**src/tmr3_defs.svh**
```systemverilog
`ifndef TMR3_DEFS_SVH
`define TMR3_DEFS_SVH
`define TMR3_ADR_CTRL 4'h0
`define TMR3_ADR_CNT_LO 4'h4
`define TMR3_ADR_CNT_HI 4'h8
`define TMR3_ADR_CAP_LO 4'hc
`define TMR3_BIT_CAPSEL 0
`define TMR3_BIT_CTSEL 1
`define TMR3_BIT_RUN 2
`define TMR3_BIT_EXTEN 3
`define TMR3_BIT_TXSEL 4
`define TMR3_BIT_RXSEL 5
`define TMR3_BIT_EXTFLG 6
`define TMR3_BIT_OVFFLG 7
`define TMR3_CTRL_RST 8'h00
`define TMR3_CLK_MHZ 200
`define TMR3_STATE_NS 10
`define TMR3_STATE_CYC ((`TMR3_STATE_NS * `TMR3_CLK_MHZ) / 1000)
`endif

```
**src/tmr3_pkg.sv**
```systemverilog
package tmr3_pkg;
   typedef enum logic [1:0] {
      TMR3_OFF,
      TMR3_RELOAD,
      TMR3_CAPTURE,
      TMR3_BAUD
   } tmr3_mode_t;
endpackage : tmr3_pkg

```
**src/tmr3_evt_if.sv**
```systemverilog
`timescale 1ns/1ps
interface tmr3_evt_if;
   logic fall;
   modport src (output fall);
   modport dst (input fall);
endinterface : tmr3_evt_if

```
**src/tmr3_timer.sv**
```systemverilog
`timescale 1ns/1ps
`include "tmr3_defs.svh"
module tmr3_timer
   import tmr3_pkg::*;
(
   input wire logic I_CORE_CLK,
   input wire logic I_ARST_N,
   input wire logic I_WB_CYC,
   input wire logic I_WB_STB,
   input wire logic I_WB_WE,
   input wire logic [3:0] I_WB_ADR,
   input wire logic [3:0] I_WB_SEL,
   input wire logic [31:0] I_WB_DAT,
   output logic [31:0] O_WB_DAT,
   output logic O_WB_ACK,
   input wire logic I_TRIG_PIN,
   input wire logic I_COUNT_PIN,
   input wire logic I_T1_OVF,
   output logic O_SER_TX_CLK,
   output logic O_SER_RX_CLK,
   output logic O_IRQ
);
   tmr3_evt_if trig_if ();
   tmr3_evt_if cnt_if ();
   tmr3_fall_det u_trig (
      .i_clk(I_CORE_CLK),
      .i_rst_n(I_ARST_N),
      .i_pin(I_TRIG_PIN),
      .evt(trig_if.src)
   );
   tmr3_fall_det u_cnt (
      .i_clk(I_CORE_CLK),
      .i_rst_n(I_ARST_N),
      .i_pin(I_COUNT_PIN),
      .evt(cnt_if.src)
   );

   logic [7:0] ctrl_q;
   logic [15:0] cnt_q;
   logic [15:0] cap_q;
   logic [7:0] pre_q;
   logic [31:0] rdat_d;
   logic acc;
   logic wr_ctrl;
   logic wr_lo;
   logic wr_hi;
   logic wr_cap;
   logic baud;
   logic tick;
   logic ovf;
   logic trig;
   logic ovf_set;
   logic ext_set;
   tmr3_mode_t mode;

   assign acc = I_WB_CYC & I_WB_STB & ~O_WB_ACK;
   assign wr_ctrl = acc & I_WB_WE & I_WB_SEL[0] &
      (I_WB_ADR == `TMR3_ADR_CTRL);
   assign wr_lo = acc & I_WB_WE & I_WB_SEL[0] &
      (I_WB_ADR == `TMR3_ADR_CNT_LO);
   assign wr_hi = acc & I_WB_WE & I_WB_SEL[0] &
      (I_WB_ADR == `TMR3_ADR_CNT_HI);
   assign wr_cap = acc & I_WB_WE & (I_WB_ADR == `TMR3_ADR_CAP_LO);

   assign baud = ctrl_q[`TMR3_BIT_TXSEL] | ctrl_q[`TMR3_BIT_RXSEL];

   always_comb begin
      if (!ctrl_q[`TMR3_BIT_RUN]) begin
         mode = TMR3_OFF;
      end else if (baud) begin
         mode = TMR3_BAUD;
      end else if (ctrl_q[`TMR3_BIT_CAPSEL]) begin
         mode = TMR3_CAPTURE;
      end else begin
         mode = TMR3_RELOAD;
      end
   end

   // Baud mode always counts state times; else the select bit chooses.
   always_comb begin
      if (mode == TMR3_OFF) begin
         tick = 1'b0;
      end else if (baud || !ctrl_q[`TMR3_BIT_CTSEL]) begin
         tick = (pre_q == 8'(`TMR3_STATE_CYC - 1));
      end else begin
         tick = cnt_if.fall;
      end
   end

   assign ovf = tick & (cnt_q == 16'hffff);
   assign trig = trig_if.fall & ctrl_q[`TMR3_BIT_EXTEN];
   assign ovf_set = ovf & (mode != TMR3_BAUD);
   assign ext_set = trig & (mode != TMR3_OFF);

   always_ff @(posedge I_CORE_CLK or negedge I_ARST_N) begin
      if (!I_ARST_N) begin
         pre_q <= 8'h00;
      end else if (mode == TMR3_OFF ||
                   pre_q == 8'(`TMR3_STATE_CYC - 1)) begin
         pre_q <= 8'h00;
      end else begin
         pre_q <= pre_q + 8'h01;
      end
   end

   // A hardware set in the cycle of a software clear keeps the flag.
   always_ff @(posedge I_CORE_CLK or negedge I_ARST_N) begin
      if (!I_ARST_N) begin
         ctrl_q <= `TMR3_CTRL_RST;
      end else begin
         if (wr_ctrl) begin
            ctrl_q <= I_WB_DAT[7:0];
         end
         if (ovf_set) begin
            ctrl_q[`TMR3_BIT_OVFFLG] <= 1'b1;
         end
         if (ext_set) begin
            ctrl_q[`TMR3_BIT_EXTFLG] <= 1'b1;
         end
      end
   end

   always_ff @(posedge I_CORE_CLK or negedge I_ARST_N) begin
      if (!I_ARST_N) begin
         cnt_q <= 16'h0000;
      end else if (mode == TMR3_CAPTURE && trig) begin
         cnt_q <= 16'h0000;
      end else if (mode == TMR3_RELOAD && trig) begin
         cnt_q <= cap_q;
      end else if (ovf && mode != TMR3_CAPTURE) begin
         cnt_q <= cap_q;
      end else if (tick) begin
         cnt_q <= cnt_q + 16'h0001;
      end else if (wr_lo) begin
         cnt_q[7:0] <= I_WB_DAT[7:0];
      end else if (wr_hi) begin
         cnt_q[15:8] <= I_WB_DAT[7:0];
      end
   end

   always_ff @(posedge I_CORE_CLK or negedge I_ARST_N) begin
      if (!I_ARST_N) begin
         cap_q <= 16'h0000;
      end else if (mode == TMR3_CAPTURE && trig) begin
         cap_q <= cnt_q;
      end else if (wr_cap) begin
         if (I_WB_SEL[0]) begin
            cap_q[7:0] <= I_WB_DAT[7:0];
         end
         if (I_WB_SEL[1]) begin
            cap_q[15:8] <= I_WB_DAT[15:8];
         end
      end
   end

   // Overflow pulses are delayed by one register stage to the serial port.
   always_ff @(posedge I_CORE_CLK or negedge I_ARST_N) begin
      if (!I_ARST_N) begin
         O_SER_TX_CLK <= 1'b0;
         O_SER_RX_CLK <= 1'b0;
      end else begin
         O_SER_TX_CLK <= ctrl_q[`TMR3_BIT_TXSEL] ? ovf : I_T1_OVF;
         O_SER_RX_CLK <= ctrl_q[`TMR3_BIT_RXSEL] ? ovf : I_T1_OVF;
      end
   end

   always_ff @(posedge I_CORE_CLK or negedge I_ARST_N) begin
      if (!I_ARST_N) begin
         O_IRQ <= 1'b0;
      end else begin
         O_IRQ <= ctrl_q[`TMR3_BIT_OVFFLG] | ctrl_q[`TMR3_BIT_EXTFLG];
      end
   end

   always_comb begin
      rdat_d = 32'h0000_0000;
      case (I_WB_ADR)
         `TMR3_ADR_CTRL: rdat_d[7:0] = ctrl_q;
         `TMR3_ADR_CNT_LO: rdat_d[7:0] = cnt_q[7:0];
         `TMR3_ADR_CNT_HI: rdat_d[7:0] = cnt_q[15:8];
         `TMR3_ADR_CAP_LO: rdat_d[15:0] = cap_q;
         default: rdat_d = 32'h0000_0000;
      endcase
   end

   always_ff @(posedge I_CORE_CLK or negedge I_ARST_N) begin
      if (!I_ARST_N) begin
         O_WB_ACK <= 1'b0;
         O_WB_DAT <= 32'h0000_0000;
      end else begin
         O_WB_ACK <= acc;
         O_WB_DAT <= rdat_d;
      end
   end

   ovf_flag_a: assert property (@(posedge I_CORE_CLK) disable iff (!I_ARST_N)
      ovf_set |=> ctrl_q[`TMR3_BIT_OVFFLG])
      else $error("overflow flag not set");
   baud_noflag_a: assert property (@(posedge I_CORE_CLK)
      disable iff (!I_ARST_N)
      (mode == TMR3_BAUD && !wr_ctrl) |=>
      $stable(ctrl_q[`TMR3_BIT_OVFFLG]) || !$past(ctrl_q[`TMR3_BIT_RUN]))
      else $error("overflow flag moved in baud mode");
   tx_route_a: assert property (@(posedge I_CORE_CLK) disable iff (!I_ARST_N)
      (ctrl_q[`TMR3_BIT_TXSEL] && ovf) |=> O_SER_TX_CLK)
      else $error("transmit clock missed overflow");
   rx_route_a: assert property (@(posedge I_CORE_CLK) disable iff (!I_ARST_N)
      (!ctrl_q[`TMR3_BIT_RXSEL]) |=> O_SER_RX_CLK == $past(I_T1_OVF))
      else $error("receive clock not from timer one");
   run_off_a: assert property (@(posedge I_CORE_CLK) disable iff (!I_ARST_N)
      (!ctrl_q[`TMR3_BIT_RUN] && !wr_lo && !wr_hi) |=> $stable(cnt_q))
      else $error("counter moved while stopped");
   cap_copy_a: assert property (@(posedge I_CORE_CLK) disable iff (!I_ARST_N)
      (mode == TMR3_CAPTURE && trig) |=>
      cap_q == $past(cnt_q) && cnt_q == 16'h0000)
      else $error("capture failed");
   reload_val_a: assert property (@(posedge I_CORE_CLK)
      disable iff (!I_ARST_N)
      (ovf && mode == TMR3_BAUD) |=> cnt_q == $past(cap_q))
      else $error("reload value wrong");
   baud_trig_a: assert property (@(posedge I_CORE_CLK) disable iff (!I_ARST_N)
      (mode == TMR3_BAUD && trig && !ovf && !tick) |=>
      $stable(cnt_q) && ctrl_q[`TMR3_BIT_EXTFLG])
      else $error("baud trigger reloaded");
   trig_off_a: assert property (@(posedge I_CORE_CLK) disable iff (!I_ARST_N)
      (!ctrl_q[`TMR3_BIT_EXTEN] && !wr_ctrl && !ctrl_q[`TMR3_BIT_EXTFLG])
      |=> !ctrl_q[`TMR3_BIT_EXTFLG])
      else $error("trigger not ignored");

   // The bus answers in exactly one cycle and never holds the acknowledge.
   ack_answer_a: assert property (@(posedge I_CORE_CLK)
      disable iff (!I_ARST_N)
      acc |=> O_WB_ACK)
      else $error("acknowledge missing");

   ack_pulse_a: assert property (@(posedge I_CORE_CLK)
      disable iff (!I_ARST_N)
      O_WB_ACK |=> !O_WB_ACK)
      else $error("acknowledge held too long");

   tx_t1_a: assert property (@(posedge I_CORE_CLK)
      disable iff (!I_ARST_N)
      (!ctrl_q[`TMR3_BIT_TXSEL]) |=> O_SER_TX_CLK == $past(I_T1_OVF))
      else $error("transmit clock not from timer one");

   rx_ovf_a: assert property (@(posedge I_CORE_CLK)
      disable iff (!I_ARST_N)
      (ctrl_q[`TMR3_BIT_RXSEL] && ovf) |=> O_SER_RX_CLK)
      else $error("receive clock missed overflow");

   baud_noset_a: assert property (@(posedge I_CORE_CLK)
      disable iff (!I_ARST_N)
      (mode == TMR3_BAUD) |-> !ovf_set)
      else $error("overflow flag armed in baud mode");

   baud_tick_a: assert property (@(posedge I_CORE_CLK)
      disable iff (!I_ARST_N)
      (mode == TMR3_BAUD) |-> tick == (pre_q == 8'(`TMR3_STATE_CYC - 1)))
      else $error("baud mode not on state time");

   pre_range_a: assert property (@(posedge I_CORE_CLK)
      disable iff (!I_ARST_N)
      pre_q <= 8'(`TMR3_STATE_CYC - 1))
      else $error("prescaler out of range");

   off_notick_a: assert property (@(posedge I_CORE_CLK)
      disable iff (!I_ARST_N)
      (mode == TMR3_OFF) |-> !tick && !ovf)
      else $error("timer ticks while off");

   baud_decode_a: assert property (@(posedge I_CORE_CLK)
      disable iff (!I_ARST_N)
      (baud && ctrl_q[`TMR3_BIT_RUN]) |-> mode == TMR3_BAUD)
      else $error("baud mode not decoded");

   cap_decode_a: assert property (@(posedge I_CORE_CLK)
      disable iff (!I_ARST_N)
      (ctrl_q[`TMR3_BIT_RUN] && !baud && ctrl_q[`TMR3_BIT_CAPSEL])
      |-> mode == TMR3_CAPTURE)
      else $error("capture mode not decoded");

   trig_gate_a: assert property (@(posedge I_CORE_CLK)
      disable iff (!I_ARST_N)
      (!ctrl_q[`TMR3_BIT_EXTEN]) |-> !trig)
      else $error("trigger passed while disabled");

   ext_flag_a: assert property (@(posedge I_CORE_CLK)
      disable iff (!I_ARST_N)
      ext_set |=> ctrl_q[`TMR3_BIT_EXTFLG])
      else $error("external flag not set");

   reload_trig_a: assert property (@(posedge I_CORE_CLK)
      disable iff (!I_ARST_N)
      (mode == TMR3_RELOAD && trig) |=> cnt_q == $past(cap_q))
      else $error("trigger reload wrong");

   reload_ovf_a: assert property (@(posedge I_CORE_CLK)
      disable iff (!I_ARST_N)
      (mode == TMR3_RELOAD && ovf && !trig) |=> cnt_q == $past(cap_q))
      else $error("overflow reload wrong");

   // Events only count outside baud mode, where the state time rules.
   event_cnt_a: assert property (@(posedge I_CORE_CLK)
      disable iff (!I_ARST_N)
      (mode != TMR3_OFF && mode != TMR3_BAUD &&
      ctrl_q[`TMR3_BIT_CTSEL] && cnt_if.fall && !trig && !ovf)
      |=> cnt_q == $past(cnt_q) + 16'h0001)
      else $error("event not counted");

   time_only_a: assert property (@(posedge I_CORE_CLK)
      disable iff (!I_ARST_N)
      (mode != TMR3_OFF && !ctrl_q[`TMR3_BIT_CTSEL] &&
      pre_q != 8'(`TMR3_STATE_CYC - 1)) |-> !tick)
      else $error("timer ticked off state time");

   ovf_hold_a: assert property (@(posedge I_CORE_CLK)
      disable iff (!I_ARST_N)
      (ctrl_q[`TMR3_BIT_OVFFLG] && !wr_ctrl) |=> ctrl_q[`TMR3_BIT_OVFFLG])
      else $error("overflow flag cleared by hardware");

   ext_hold_a: assert property (@(posedge I_CORE_CLK)
      disable iff (!I_ARST_N)
      (ctrl_q[`TMR3_BIT_EXTFLG] && !wr_ctrl) |=> ctrl_q[`TMR3_BIT_EXTFLG])
      else $error("external flag cleared by hardware");

   cap_hold_a: assert property (@(posedge I_CORE_CLK)
      disable iff (!I_ARST_N)
      (!(mode == TMR3_CAPTURE && trig) && !wr_cap) |=> $stable(cap_q))
      else $error("capture pair changed unasked");

   irq_level_a: assert property (@(posedge I_CORE_CLK)
      disable iff (!I_ARST_N)
      ctrl_q[`TMR3_BIT_OVFFLG] |=> O_IRQ)
      else $error("interrupt missing for overflow");

   irq_ext_a: assert property (@(posedge I_CORE_CLK)
      disable iff (!I_ARST_N)
      ctrl_q[`TMR3_BIT_EXTFLG] |=> O_IRQ)
      else $error("interrupt missing for trigger");

   cap_wrap_a: assert property (@(posedge I_CORE_CLK)
      disable iff (!I_ARST_N)
      (mode == TMR3_CAPTURE && ovf && !trig) |=> cnt_q == 16'h0000)
      else $error("capture mode overflow did not wrap");
endmodule : tmr3_timer

```
**src/tmr3_fall_det.sv**
```systemverilog
`timescale 1ns/1ps
module tmr3_fall_det (
   input wire logic i_clk,
   input wire logic i_rst_n,
   input wire logic i_pin,
   tmr3_evt_if.src evt
);
   logic s1_q;
   logic s2_q;
   logic s3_q;
   // Two stages settle the pin; the second and third stages feed the edge compare.
   always_ff @(posedge i_clk or negedge i_rst_n) begin
      if (!i_rst_n) begin
         s1_q <= 1'b1;
         s2_q <= 1'b1;
         s3_q <= 1'b1;
      end else begin
         s1_q <= i_pin;
         s2_q <= s1_q;
         s3_q <= s2_q;
      end
   end
   assign evt.fall = s3_q & ~s2_q;
endmodule : tmr3_fall_det

```
**config.mk**
```make
export PLATFORM = sky130hd
export DESIGN_NAME = tmr3_timer
export DESIGN_NICKNAME = d
export VERILOG_FILES = /design/src/tmr3_pkg.sv /design/src/tmr3_evt_if.sv /design/src/tmr3_timer.sv /design/src/tmr3_fall_det.sv
export VERILOG_INCLUDE_DIRS = /design/src /design/src/src
export SDC_FILE = /design/constraint.sdc
export NUM_CORES = 1
export LEC_CHECK = 0
export ABC_AREA = 1
export BUFFER_PORTS_ARGS = -buffer_cell sky130_fd_sc_hd__buf_2
export CAP_MARGIN = 5
export CORE_MARGIN = 4
export CORE_UTILIZATION = 40
export CTS_CLUSTER_SIZE = 8
export DETAILED_ROUTE_END_ITERATION = 16
export PLACE_DENSITY = 0.64
export SETUP_SLACK_MARGIN = 0.05
export SLEW_MARGIN = 5
export SYNTH_ARGS = -nofsm -noshare
export SYNTH_HDL_FRONTEND = slang
export SYNTH_SLANG_ARGS = --single-unit
```
**constraint.sdc**
```tcl
create_clock -name I_CORE_CLK -period 1.6 [get_ports I_CORE_CLK]
set_input_delay 0.32 -clock I_CORE_CLK [delete_from_list [all_inputs] [get_ports I_CORE_CLK]]
set_output_delay 0.32 -clock I_CORE_CLK [all_outputs]
set_load 0.005 [all_outputs]
```
After elaboration in Yosys (flattened, before gate mapping)
Index checks and enable logic that the tools add are counted.
Cells by class
  $add $sub $neg: 2
  eq/ne operators: 10
  mux-type cells: 24
  bitwise logic cells: 19
  reduce and logical (&&, ||, !) cells: 19
Operator list (number)
  $mux 16: 6
  $mux 8: 8
  $pmux 8 s4: 1
  $add 16x1->16 const B: 1
  $eq 16x16->1 const B: 1
  $and 1x1->1: 14
  $reduce_bool 2->1: 6
  $reduce_bool 5->1: 2
  $add 8x1->8 const B: 1
  $eq 4x4->1 const B: 2
  $eq 8x1->1 const B: 1
  $mux 1: 6
  $mux 2: 3
  $reduce_and 2->1: 3
  $ne 5x1->1 const B: 1
  $eq 4x3->1 const B: 1
  $logic_not 4->1: 1
  $ne 2x2->1 const B: 2
  $logic_and 1x1->1: 3
  $not 1->1: 3
  $eq 2x1->1 const B: 1
  $eq 2x2->1 const B: 1
  $logic_not 2->1: 1
  $logic_or 1x1->1: 2
  other kinds (2): 3
Word-level totals
  register bits after elaboration: 74
  input bits: 48
  word-level logic and storage cells: 93

Longest topological paths before layout
Gate-level depths: netlist (run 1).
  depth in word-level cells: 11
  depth in mapped cells: 16

Modules after synthesis
A second synthesis (run 1) with hierarchy kept.
Unflattened totals
  cell total of the unflattened synthesis: 517
  area total of the unflattened synthesis: 4100.2 sq um
By module, submodules not included
  tmr3_timer: times used 1, cells each 507, area each 3922.5 sq um, seq. area each 1701.6 sq um
  tmr3_fall_det: times used 2, cells each 5, area each 88.8 sq um, seq. area each 78.8 sq um

Worst setup path before layout (run 1)
No wires, ideal clock.
  path type: register to register
  from: reg cnt_q[0]
  to: reg cnt_q[10]
  library setup time: 116 ps
  data arrival time: 1604 ps
  required time: 1484 ps
  slack: -121 ps
  cell stages (with the launch flop): 14
  period minus slack after synthesis: 1721 ps
  cell sequence: dfrtp_1 ha_1 nand2_2 nor2_4 nand2_4 nor2_4 nand3_4 nor2_2 nor2_4 buf_8 nand2_2 nand2_1 nand2_1 nand2_1
Between the ends
  longest elaborated chain between the ends: 6
  elaborated cells on any way between the ends: 11
  those cells by class: add/sub (1); eq/ne (2); mux (4); bitwise (1); reduce/logical (3)
RTL lines
  from (decl): line tmr3_timer.sv:39  | logic [15:0] cnt_q;
  from (signal assigned): line tmr3_timer.sv:129  | cnt_q <= cap_q;
  from (signal assigned): line tmr3_timer.sv:131  | cnt_q <= cap_q;
  from (signal assigned): line tmr3_timer.sv:133  | cnt_q <= cnt_q + 16'h0001;
  branches (longest 6 deep; another with $add 16x1->16)
Parallel ways; which one is timed is not known.
A chain may end at the register's enable or synchronous reset.

Worst setup path in the final report (run 1)
  from: reg pre_q[1]
  to: reg cnt_q[7]
Between the ends
  longest elaborated chain between the ends: 8
  elaborated cells on any way between the ends: 10
  those cells by class: eq/ne (1); mux (6); bitwise (1); reduce/logical (2)
RTL lines
  from (decl): line tmr3_timer.sv:41  | logic [7:0] pre_q;
  from (signal assigned): line tmr3_timer.sv:102  | pre_q <= pre_q + 8'h01;
  $eq 8x1->1 (*): line tmr3_timer.sv:84  | tick = (pre_q == 8'(`TMR3_STATE_CYC - 1));
  $mux 1 (*): line tmr3_timer.sv:83  | end else if (baud || !ctrl_q[`TMR3_BIT_CTSEL]) begin
  $mux 1 (*): line tmr3_timer.sv:81  | if (mode == TMR3_OFF) begin
  $and 1x1->1: line tmr3_timer.sv:90  | assign ovf = tick & (cnt_q == 16'hffff);
  $logic_and 1x1->1: line tmr3_timer.sv:130  | end else if (ovf && mode != TMR3_CAPTURE) begin
  $mux 16: line tmr3_timer.sv:130
  $mux 16: line tmr3_timer.sv:128  | end else if (mode == TMR3_RELOAD && trig) begin
  $mux 16: line tmr3_timer.sv:126  | end else if (mode == TMR3_CAPTURE && trig) begin
Every way passes the cells marked *; elsewhere a longest branch is shown, timed or not.

==> summary.txt, run 1 <==
Synth
  – Synth area leaders: dfrtp_1 40%, nand2_1 17%, inv_1 4.4%
  – Ys async rst share: 1.000
  – Sequential-to-total area share from yosys stat: 0.4396
  – Avg Cell Area, Syn: around 7.6 um2
  – Synth Flop Type: dfrtp_1
  – FF+latch count, synth: 74
  – Post-synth EDFFs: 0
  – Mapped Area: between 4000 and 5000 um2
  – Number of distinct library cells after synthesis: 42
  – Yosys top cell area share: 0.4024
  – Leading area contributor after synthesis: dfrtp_1
  – Most frequent cells after synthesis: 192 x nand2_1, 68 x dfrtp_1, 50 x inv_1
  – Synth Instances: about 560
  – Most frequent cell after synthesis: nand2_1
  – Warnings from Yosys: 0

Die
  – Initial Util: 0.4096
  – I/O pin total: 84
  – Die height: 110.8 um
  – Die X: approximately 110 um
  – Die Area: 12280 um2
  – CORE AREA: between 10000 and 15000 um2
  – Row count: 37

Final layout
  – Layout cells sized above 1: 0.3763
  – Final nets: approximately 730
  – Final non-filler cell area: approximately 5800 um2
  – Core Util, Final: 0.5573
  – N_diodes: 0
  – Area delta synth->final: 36.04%

Setup path
  – CP Class: reg2reg
  – Highest cell delay on the worst timing path: 0.39 ns
  – Cell breakdown of the critical path: inv_1 > ha_2 > nand2_2 > nor2_4 > nand2_2 > nand2_4 > nand2_8 > buf_16 > o21ai_2 > inv_1 > nand2_1 > nand2_1 > nand2_1 > nand2_1
  – Buf/Inv on CP: 3
  – Slowest CP cell: dfrtp_1
  – CP max FO: 10
  – Worst Path Arrival: approximately 2 ns
  – Worst path required time: between 1.5 and 2 ns
  – CP dominant cell by count: nand2_1
  – Delay-heaviest family, CP: simple AND/OR/NAND/NOR gates
  – Crit path capture type: flip-flop
  – CP startpoint kind: flip-flop

Global route
  – Antenna violations before repair: 0
  – Met3 Use GR: 0.03985
  – Largest net degree at the start of global routing: 30
  – Met2 GRT Util: 0.3370
  – Met1 Usage GRT: 0.2472
  – GRT Max-Usage Layer: met2
  – First-pass GRT wire length: ~20000 um
  – GRT Util Overall: 0.1964
  – Vias in the first global route: 4089
  – Gr ovfl total: 0

Drt
  – DR pass1 iterations: 5
  – Routed wire length: ~12000 um
  – Routed WL per cell: between 10 and 15 um
  – Initial drt markers: ~230
  – DRC errors left: 0
  – Via count: 4046
  – Final ANT Viol Nets: 0
  – Vias per cell: slightly below 5

Timing
  – Final setup vio count: 26
  – Crit share post-route: 1.100
  – Clk_skew: approximately 0.0072 ns
  – Tmin final: between 1.5 and 2 ns
  – Hold Vio Cnt, Final: 0
  – RSZ-0062 raised after global routing: yes
  – Fmax: about 0.57 GHz
  – Pins over their slew limit: 0
  – Worst Slack Setup Final: -0.1596 ns

Placement
  – Pre-CTS setup slack: -0.2049 ns
  – Placer Congestion: 0.8737
  – DP Wirelength: between 8000 and 9000 um
  – Area post-placement: 5055 um2
  – I/O Buffers: a little under 50

Run status
  – Outcome: finished with violations
  – Failing checks: setup timing

Hold path
  – Worst Hold Class: in2reg

Clock network
  – Clock sink total: 74
  – Clk slew on worst S/H paths: 0.08 ns
  – CTS buffer count: 9
  – H-tree levels: 3
  – Longest Clk Path Bufs: 2
  – Root Driver: clkbuf_8
  – Worst-Skew Late Latency: about 0.35 ns
  – CTS tree: yes

Job
  – Max-cap violation count: 0

Pwr
  – Power consumption: 8343 uW
  – P per Cell Area: 1450 nW/um2
  – Pleak: 0.002976 uW
  – Worst VDD drop: roughly 630 uV
==> placed cells by master (no fill, tap or decap), types with 5 or more instances in the layout <==
cell,count
nand2_1,171
o21ai_2,8
nand2_2,26
clkbuf_8,10
buf_6,9
a31oi_1,8
conb_1,16
o22ai_1,8
a21oi_1,6
a221o_1,7
buf_12,6
nor2_2,5
nor2_4,14
a21oi_2,5
buf_2,48
buf_4,58
inv_1,46
o21ai_1,18
nand4_1,5
xor2_1,7
nand3_1,13
inv_2,18
nor2_1,40
dfrtp_1,68
dfstp_2,6
nand2_4,10
==> power breakdown <==
part | switching [uW] | internal [uW] | total (uW)
Sequential | 234 | 2240 | 2470
Clock | 742 | 924 | 1670
Combinational | 2450 | 1760 | 4210
Total | 3420 | 4920 | 8340
==> cell type report <==
class                      instances  area, um2
fill                             929       4571
multi-input combinational        397       2222
sequential                        74       1859
clock buffer                      10      137.6
tap                              136      170.2
timing repair buffer             125      974.7
inverter                          71      299.0
clock inverter                     6      90.09
==> path summary, 6_finish.rpt <==
path | start | endpoint | slack [ns] | cells past startpoint
max | pre_q[1] | cnt_q[7] | -0.16 | 14
min | I_TRIG_PIN | u_trig.s1_q | 0.06 | 1
max reg2reg | pre_q[1] | cnt_q[7] | -0.16 | 14
min reg2reg | u_cnt.s1_q | u_cnt.s2_q | 0.36 | 0
max in group asynchronous | I_ARST_N | u_trig.s3_q | 0.68 | 3
min in group asynchronous | I_ARST_N | pre_q[3] | 0.40 | 2
==> metrics by stage <==
stage               setup TNS [ns]  hold slack [ns]  std cells
finish                      -2.657          0.06474        819
global route                -6.057          0.05251        819
CTS                         -2.897          0.05152        811
detailed placement          -4.723           0.2324        790
global placement            -2.857           0.2324        790
floorplan                   -1.253          0.02441        570
==> routing by layer <==
layer  routed length, um  part of all wire
met5                   0                 0
met4                 203             0.017
met1                5113              0.42
met3                 671             0.056
met2                6080              0.50
==> registers in the layout, indices dropped and copies added (netlist names) <==
signal        flops
u_cnt.s3_q        1
O_WB_DAT         16
u_trig.s2_q       1
cnt_q            16
O_SER_TX_CLK      1
u_trig.s3_q       1
u_cnt.s1_q        1
ctrl_q            8
u_trig.s1_q       1
O_SER_RX_CLK      1
O_IRQ             1
pre_q             8
O_WB_ACK          1
u_cnt.s2_q        1
cap_q            16
==> kinds of logic (layout without fill, tap and decap cells) <==
kind of cell	after synthesis	after routing	share of synthesized area
and+or+nand+nor	302	302	0.3157
buffers and inverters	99	212	0.1142
DFF	74	74	0.4396
AOI/OAI and AO/OA	68	68	0.1041
xor gates and xnor gates	8	8	0.01657
adders and majority gates	3	3	0.008877
other	1	16	0.0008867
==> what timing repair did <==
| action | in CTS | in global routing |
|---|---|---|
| gates resized for setup | 65 | 41 |
| endpoints found under the setup margin | 35 | 36 |
| pin swaps | 11 | 17 |
| setup buffers | 3 | 9 |
| hold buffers | 1 | 0 |
| hold endpoints to repair | 15 | 0 |
| gates cloned | 2 | 1 |
Note: power is estimated with default switching activity, not from simulation.
==> run 2, diff against run 1 <==
- PLACE_DENSITY: 0.64 -> 0.65
- SYNTH_HIERARCHICAL: default -> 1
==> summary.txt, run 2 <==
Final layout
  – Non-filler cells, final: ~800
  – Area of the multi-input gates: 2103 um2
  – Final non-filler cell area: between 5000 and 6000 um2
  – Commonest non-fill, non-tap cell in the layout: nand2_1
  – Fillers: 859
  – Most frequent cells in the layout: 137 x nand2_1, 73 x buf_4, 68 x dfrtp_1
  – Regs by FF count: O_WB_DAT: 16 flops, cap_q: 16 flops, cnt_q: 16 flops
  – Register area: approximately 1900 um2
  – Area delta synth->final: 41.56%
  – Core Util, Final: 0.5884
  – Final nets: a little over 700
  – Layout cells sized above 1: 0.3835
  – N_diodes: 0

Clock network
  – Root Driver: clkbuf_8
  – Hold Buf Count CTS: 0
  – CTS buffer count: 9
  – CTS tree: yes
  – Longest Clk Path Bufs: 2
  – H-tree levels: 3
  – Clk slew on worst S/H paths: 0.09 ns
  – Worst-Skew Late Latency: around 0.35 ns
  – Clock sink total: 74

Die
  – Die Area: 11930 um2
  – Row count: 36
  – CORE AREA: just under 10000 um2
  – Initial Util: 0.4157
  – Die height: between 100 and 150 um
  – Die X: between 100 and 150 um
  – I/O pin total: 84

Synth
  – Avg Cell Area, Syn: ~7.9 um2
  – Synth Instances: 517
  – Leading area contributor after synthesis: dfrtp_1
  – Post-synthesis compound-gate area fraction: 0.1251
  – Synth Flop Type: dfrtp_1
  – Yosys top cell area share: 0.4150
  – Post-synth EDFFs: 0
  – Post-Synth Adder-Cell Area: 0.009155
  – FF+latch count, synth: 74
  – Number of distinct library cells after synthesis: 38
  – Synth Area in XOR/XNOR: 0.01282
  – Largest family of logic cells by synthesized area: simple AND/OR/NAND/NOR gates
  – Mapped Area: 4100 um2
  – Sequential-to-total area share from yosys stat: 0.4535
  – Ys async rst share: 1.000
  – Synth area leaders: dfrtp_1 42%, nand2_1 14%, inv_1 5.8%
  – Most frequent cell after synthesis: nand2_1
  – Post-synthesis mux area share: 0
  – Warnings from Yosys: 6
  – Most frequent cells after synthesis: 150 x nand2_1, 68 x dfrtp_1, 63 x inv_1
  – Simple-gate share of the synthesized area: 0.2844

Placement
  – Area post-placement: between 4000 and 5000 um2
  – Dpl cells: 756
  – DP Wirelength: roughly 8500 um
  – I/O Buffers: between 40 and 50
  – Placer Congestion: 0.9033

Setup path
  – Delay-heaviest family, CP: simple AND/OR/NAND/NOR gates
  – Highest cell delay on the worst timing path: roughly 0.43 ns
  – Buf/Inv on CP: 2
  – Worst Path Arrival: around 2.1 ns
  – CP max FO: 9
  – CP startpoint kind: flip-flop
  – Worst path required time: 1.84 ns
  – CP Class: reg2reg
  – Cell breakdown of the critical path: ha_2 > nand2_2 > nor2_4 > nand2_4 > nor2_4 > nand4_4 > nand2_8 > buf_4 > buf_4 > o21ai_2 > nand2_1 > nand2_1
  – Crit path capture type: flip-flop
  – Slowest CP cell: dfrtp_1

Global route
  – Antenna violations before repair: 0
  – Gr ovfl total: 0
  – Vias in the first global route: around 4000
  – Largest net degree at the start of global routing: 75
  – GRT Util Overall: 0.2181
  – First-pass GRT wire length: approximately 20000 um

Pwr
  – Pleak: 0.002945 uW
  – Worst VDD drop: 697.9 uV
  – P per Cell Area: approximately 1400 nW/um2
  – Power consumption: a little under 8000 uW

Run status
  – Outcome: finished with violations
  – Failing checks: hold timing, setup timing

Drt
  – Routed wire length: between 10000 and 15000 um
  – DR pass1 iterations: 5
  – Final ANT Viol Nets: 0
  – Vias per cell: slightly above 5
  – Initial drt markers: 334
  – Via count: 4110
  – Routed WL per cell: around 16 um
  – DRC errors left: 0

Timing
  – Final setup vio count: 32
  – Worst Slack Setup Final: -0.2569 ns
  – Pins over their slew limit: 0
  – RSZ-0062 raised after global routing: yes
  – Hold Vio Cnt, Final: 3
  – Clk_skew: ~0.012 ns
  – Crit share post-route: 1.161
  – Fin Hold WS: -0.002079 ns
  – Fmax: between 0.5 and 0.6 GHz
  – Tmin final: around 1.9 ns

Job
  – Max-cap violation count: 0

Hold path
  – Worst Hold Class: in2async
run 2: cell families after synthesis:
kind of cell    after synthesis
fa+ha+maj                     3
other cells                   1
simple gates                260
buf+inv                      96
flops                        74
xor+xnor                      6
compound gates               77
run 2: path summary, 6_finish.rpt:
path | start | to | slack [ns] | cells after the start
min in group I_CORE_CLK | I_TRIG_PIN | u_trig/s1_q | 0.06 | 1
min | I_ARST_N | ctrl_q[1] | -0.002 | 2
min reg2reg | u_trig/s1_q | u_trig/s2_q | 0.36 | 0
max in group asynchronous | I_ARST_N | u_cnt/s2_q | 1.28 | 2
max reg2reg | cnt_q[0] | cnt_q[9] | -0.26 | 12
max | cnt_q[0] | cnt_q[9] | -0.26 | 12
run 2: metal layers:
layer | vias up | share of wire | track usage
met3 | 44 | 0.064 | 0.03079
met2 | 167 | 0.50 | 0.3746
li1 | 1928 | - | -
met5 | - | 0 | 0
met1 | 1971 | 0.41 | 0.2824
met4 | 0 | 0.032 | 0.07302
run 2: layout make-up:
class,count,area share
Clock inverter,4,0.01272
Multi-Input combinational cell,362,0.3624
Sequential cell,74,0.3203
Clock buffer,12,0.02673
Tap cell,133,0.02867
Timing Repair Buffer,146,0.2039
Inverter,67,0.04527
run 2: timing repair:
action                     CTS  global route
setup endpoints to repair   35            40
resized for setup           62            30
pin swaps                   16            15
setup buffers               17             8
gates cloned                 2             1
run 2: worst register-to-register path, delay by kind of cell (launching register included):
family / cells / cell delay, ns
adder cells (fa/ha/maj): 1 / 0.22
flip-flops: 1 / 0.43
AND/OR/NAND/NOR: 8 / 0.84
buffers and inverters: 2 / 0.22
AO/OA/AOI/OAI: 1 / 0.04
run 2: metrics by stage:
| step | hold slack, ns | TNS [ns] | worst slack (ns) |
|---|---|---|---|
| 2_1_floorplan | 0.02441 | -0.2754 | -0.02894 |
| 3_5_place_dp | 0.3487 | -3.319 | -0.1792 |
| 6_report | -0.002079 | -5.410 | -0.2569 |
| 3_3_place_gp | 0.3457 | -2.760 | -0.1582 |
| 5_1_grt | 0.01319 | -8.377 | -0.3670 |
| 4_1_cts | 0.007822 | -3.484 | -0.1500 |
run 2: report_power, final:
part	internal [uW]	total, uW	leakage (uW)	switching (uW)
Clock	966	1700	0.000117	732
Combinational	1610	3740	0.00193	2120
Sequential	2230	2480	0.000901	251
Total	4810	7910	0.00294	3110
==> run 3, diff against run 2 <==
--- a/constraint.sdc
+++ b/constraint.sdc
@@ -3,2 +3,2 @@
 set_output_delay 0.32 -clock I_CORE_CLK [all_outputs]
-set_load 0.005 [all_outputs]
+set_load 0.05 [all_outputs]
==> summary.txt, run 3 (same netlist as run 2, synthesis figures left out) <==
Run status
  – Outcome: finished with violations
  – Failing checks: setup timing

Timing
  – Hold Vio Cnt, Final: 0
  – Clk_skew: 0.008273 ns
  – Final setup vio count: 35
  – Fin Hold WS: 0.05820 ns
  – Setup_tns: -4.137 ns
  – Worst Slack Setup Final: -0.1752 ns
  – Pins over their slew limit: 0
  – Crit share post-route: 1.110
  – Fmax: about 0.56 GHz
  – RSZ-0062 raised after global routing: yes
  – Tmin final: ~1.8 ns

Setup path
  – Worst Path Arrival: between 2 and 2.5 ns
  – Cell breakdown of the critical path: ha_2 > nand2_2 > nor2_4 > nand2_4 > nor2_4 > nand4_4 > nand2_4 > buf_12 > buf_12 > nand2_4 > o21ai_2 > nand2_1 > nand2_1
  – Crit path capture type: flip-flop
  – Worst path required time: 1.89 ns
  – Slowest CP cell: dfrtp_1
  – CP dominant cell by count: nand2_4
  – CP max FO: 5
  – Flop2flop setup slack: -0.18 ns
  – CP Class: reg2reg
  – Reg2Reg Depth: 13
  – Highest cell delay on the worst timing path: about 0.4 ns
  – CP startpoint kind: flip-flop

Final layout
  – Regs by FF count: O_WB_DAT: 16 flops, cap_q: 16 flops, cnt_q: 16 flops
  – Fillers: 904
  – Most frequent cells in the layout: 138 x nand2_1, 68 x buf_4, 67 x dfrtp_1
  – Final nets: 697
  – Commonest non-fill, non-tap cell in the layout: nand2_1
  – Core Util, Final: 0.5608
  – N_diodes: 0
  – Final non-filler cell area: ~5500 um2
  – Layout cells sized above 1: 0.3441
  – Area delta synth->final: 34.91%

Clock network
  – H-tree levels: 3
  – CTS tree: yes
  – Longest Clk Path Bufs: 2
  – Clock sink total: 74
  – Worst-Skew Late Latency: ~0.36 ns
  – CTS buffer count: 9
  – Clk slew on worst S/H paths: about 0.08 ns
  – Root Driver: clkbuf_8

Drt
  – Routed WL per cell: 14.60 um
  – Final ANT Viol Nets: 0
  – Via count: just under 4000
  – Routed wire length: 11450 um
  – DRC errors left: 0
  – Vias per cell: between 4 and 5
  – DR pass1 iterations: 4
  – Initial drt markers: 241

Job
  – Max-cap violation count: 0

Global route
  – First-pass GRT wire length: 18770 um
  – Antenna violations before repair: 0
  – Vias in the first global route: ~4000
  – Largest net degree at the start of global routing: 30
  – Gr ovfl total: 0
  – GRT Util Overall: 0.2032

Placement
  – Area post-placement: around 4900 um2
  – I/O Buffers: 49
  – Placer Congestion: slightly below 0.9
  – DP Wirelength: between 8000 and 9000 um

Pwr
  – P per Cell Area: around 1400 nW/um2
  – Worst VDD drop: just over 700 uV
  – Pleak: ~0.0029 uW
  – Power consumption: between 7000 and 8000 uW

Die
  – Initial Util: 0.4157
  – Die height: between 100 and 150 um
  – Die Area: 11930 um2
  – Row count: 36
  – Die X: about 110 um
  – CORE AREA: between 9000 and 10000 um2
  – I/O pin total: 84

Hold path
  – Hold path cells: 1
  – Worst Hold Class: in2reg
==> run 3: changes by cell type in the layout (fill, tap and decap cells not counted), sizes merged <==
cell	before	now
inv	66	67
bufbuf	1	0
dlygate4sd3	0	1
clkinv	2	1
buf	144	130
==> run 3: worst paths after layout <==
| check | start | end |
|---|---|---|
| max | cnt_q[0] | cnt_q[13] |
| min | I_COUNT_PIN | u_cnt/s1_q |
| max reg2reg | cnt_q[0] | cnt_q[13] |
| min reg2reg | u_cnt/s1_q | u_cnt/s2_q |
| max in group asynchronous | I_ARST_N | u_trig/s1_q |
| min in group asynchronous | I_ARST_N | pre_q[6] |
==> run 3: where the power goes <==
group          switching [uW]  total (uW)  internal [uW]
logic                    2160        3530           1370
clock network             723        1650            926
registers                 251        2480           2230
total                    3140        7660           4520
==> run 3: what timing repair did <==
action / 4_1_cts / 5_1_grt
setup buffers: 10 / 4
resized for setup: 27 / 30
endpoints found under the hold margin: 9 / 0
hold buffers: 1 / 0
pin swaps: 8 / 17
gates cloned: 2 / 1
setup endpoints to repair: 32 / 41
==> run 3: cell type report <==
type / count / area, um2 / share of cell area
Sequential cell: 74 / 1861 / 0.3363
Clock buffer: 12 / 145.1 / 0.02624
Tap cell: 133 / 166.4 / 0.03008
Inverter: 67 / 259.0 / 0.04682
Timing Repair Buffer: 132 / 1022 / 0.1848
Multi-Input combinational cell: 362 / 2002 / 0.3619
Clock inverter: 4 / 76.32 / 0.01380
==> run 3: worst max-delay path: cells and delay by family, from the launching register on <==
family                   cells  cell delay, ns
buffers and inverters        2            0.25
flip-flops                   1            0.40
AO/OA/AOI/OAI                1            0.05
adder cells (fa/ha/maj)      1            0.20
AND/OR/NAND/NOR              9            0.81
==> run 3: stage by stage <==
step | setup WS [ns] | instances
3_3_place_gp | -0.1341 | 752
4_1_cts | -0.1645 | 780
2_1_floorplan | -0.02894 | 532
3_5_place_dp | -0.1871 | 752
5_1_grt | -0.2893 | 784
6_report | -0.1752 | 784
==> run 3: routing by layer <==
layer | vias to the layer above | global-route usage | wire [um]
li1 | 1892 | - | -
met5 | - | 0 | 0
met3 | 20 | 0.03967 | 698
met4 | 0 | 0.06322 | 269
met1 | 1826 | 0.2602 | 4838
met2 | 119 | 0.3465 | 5641
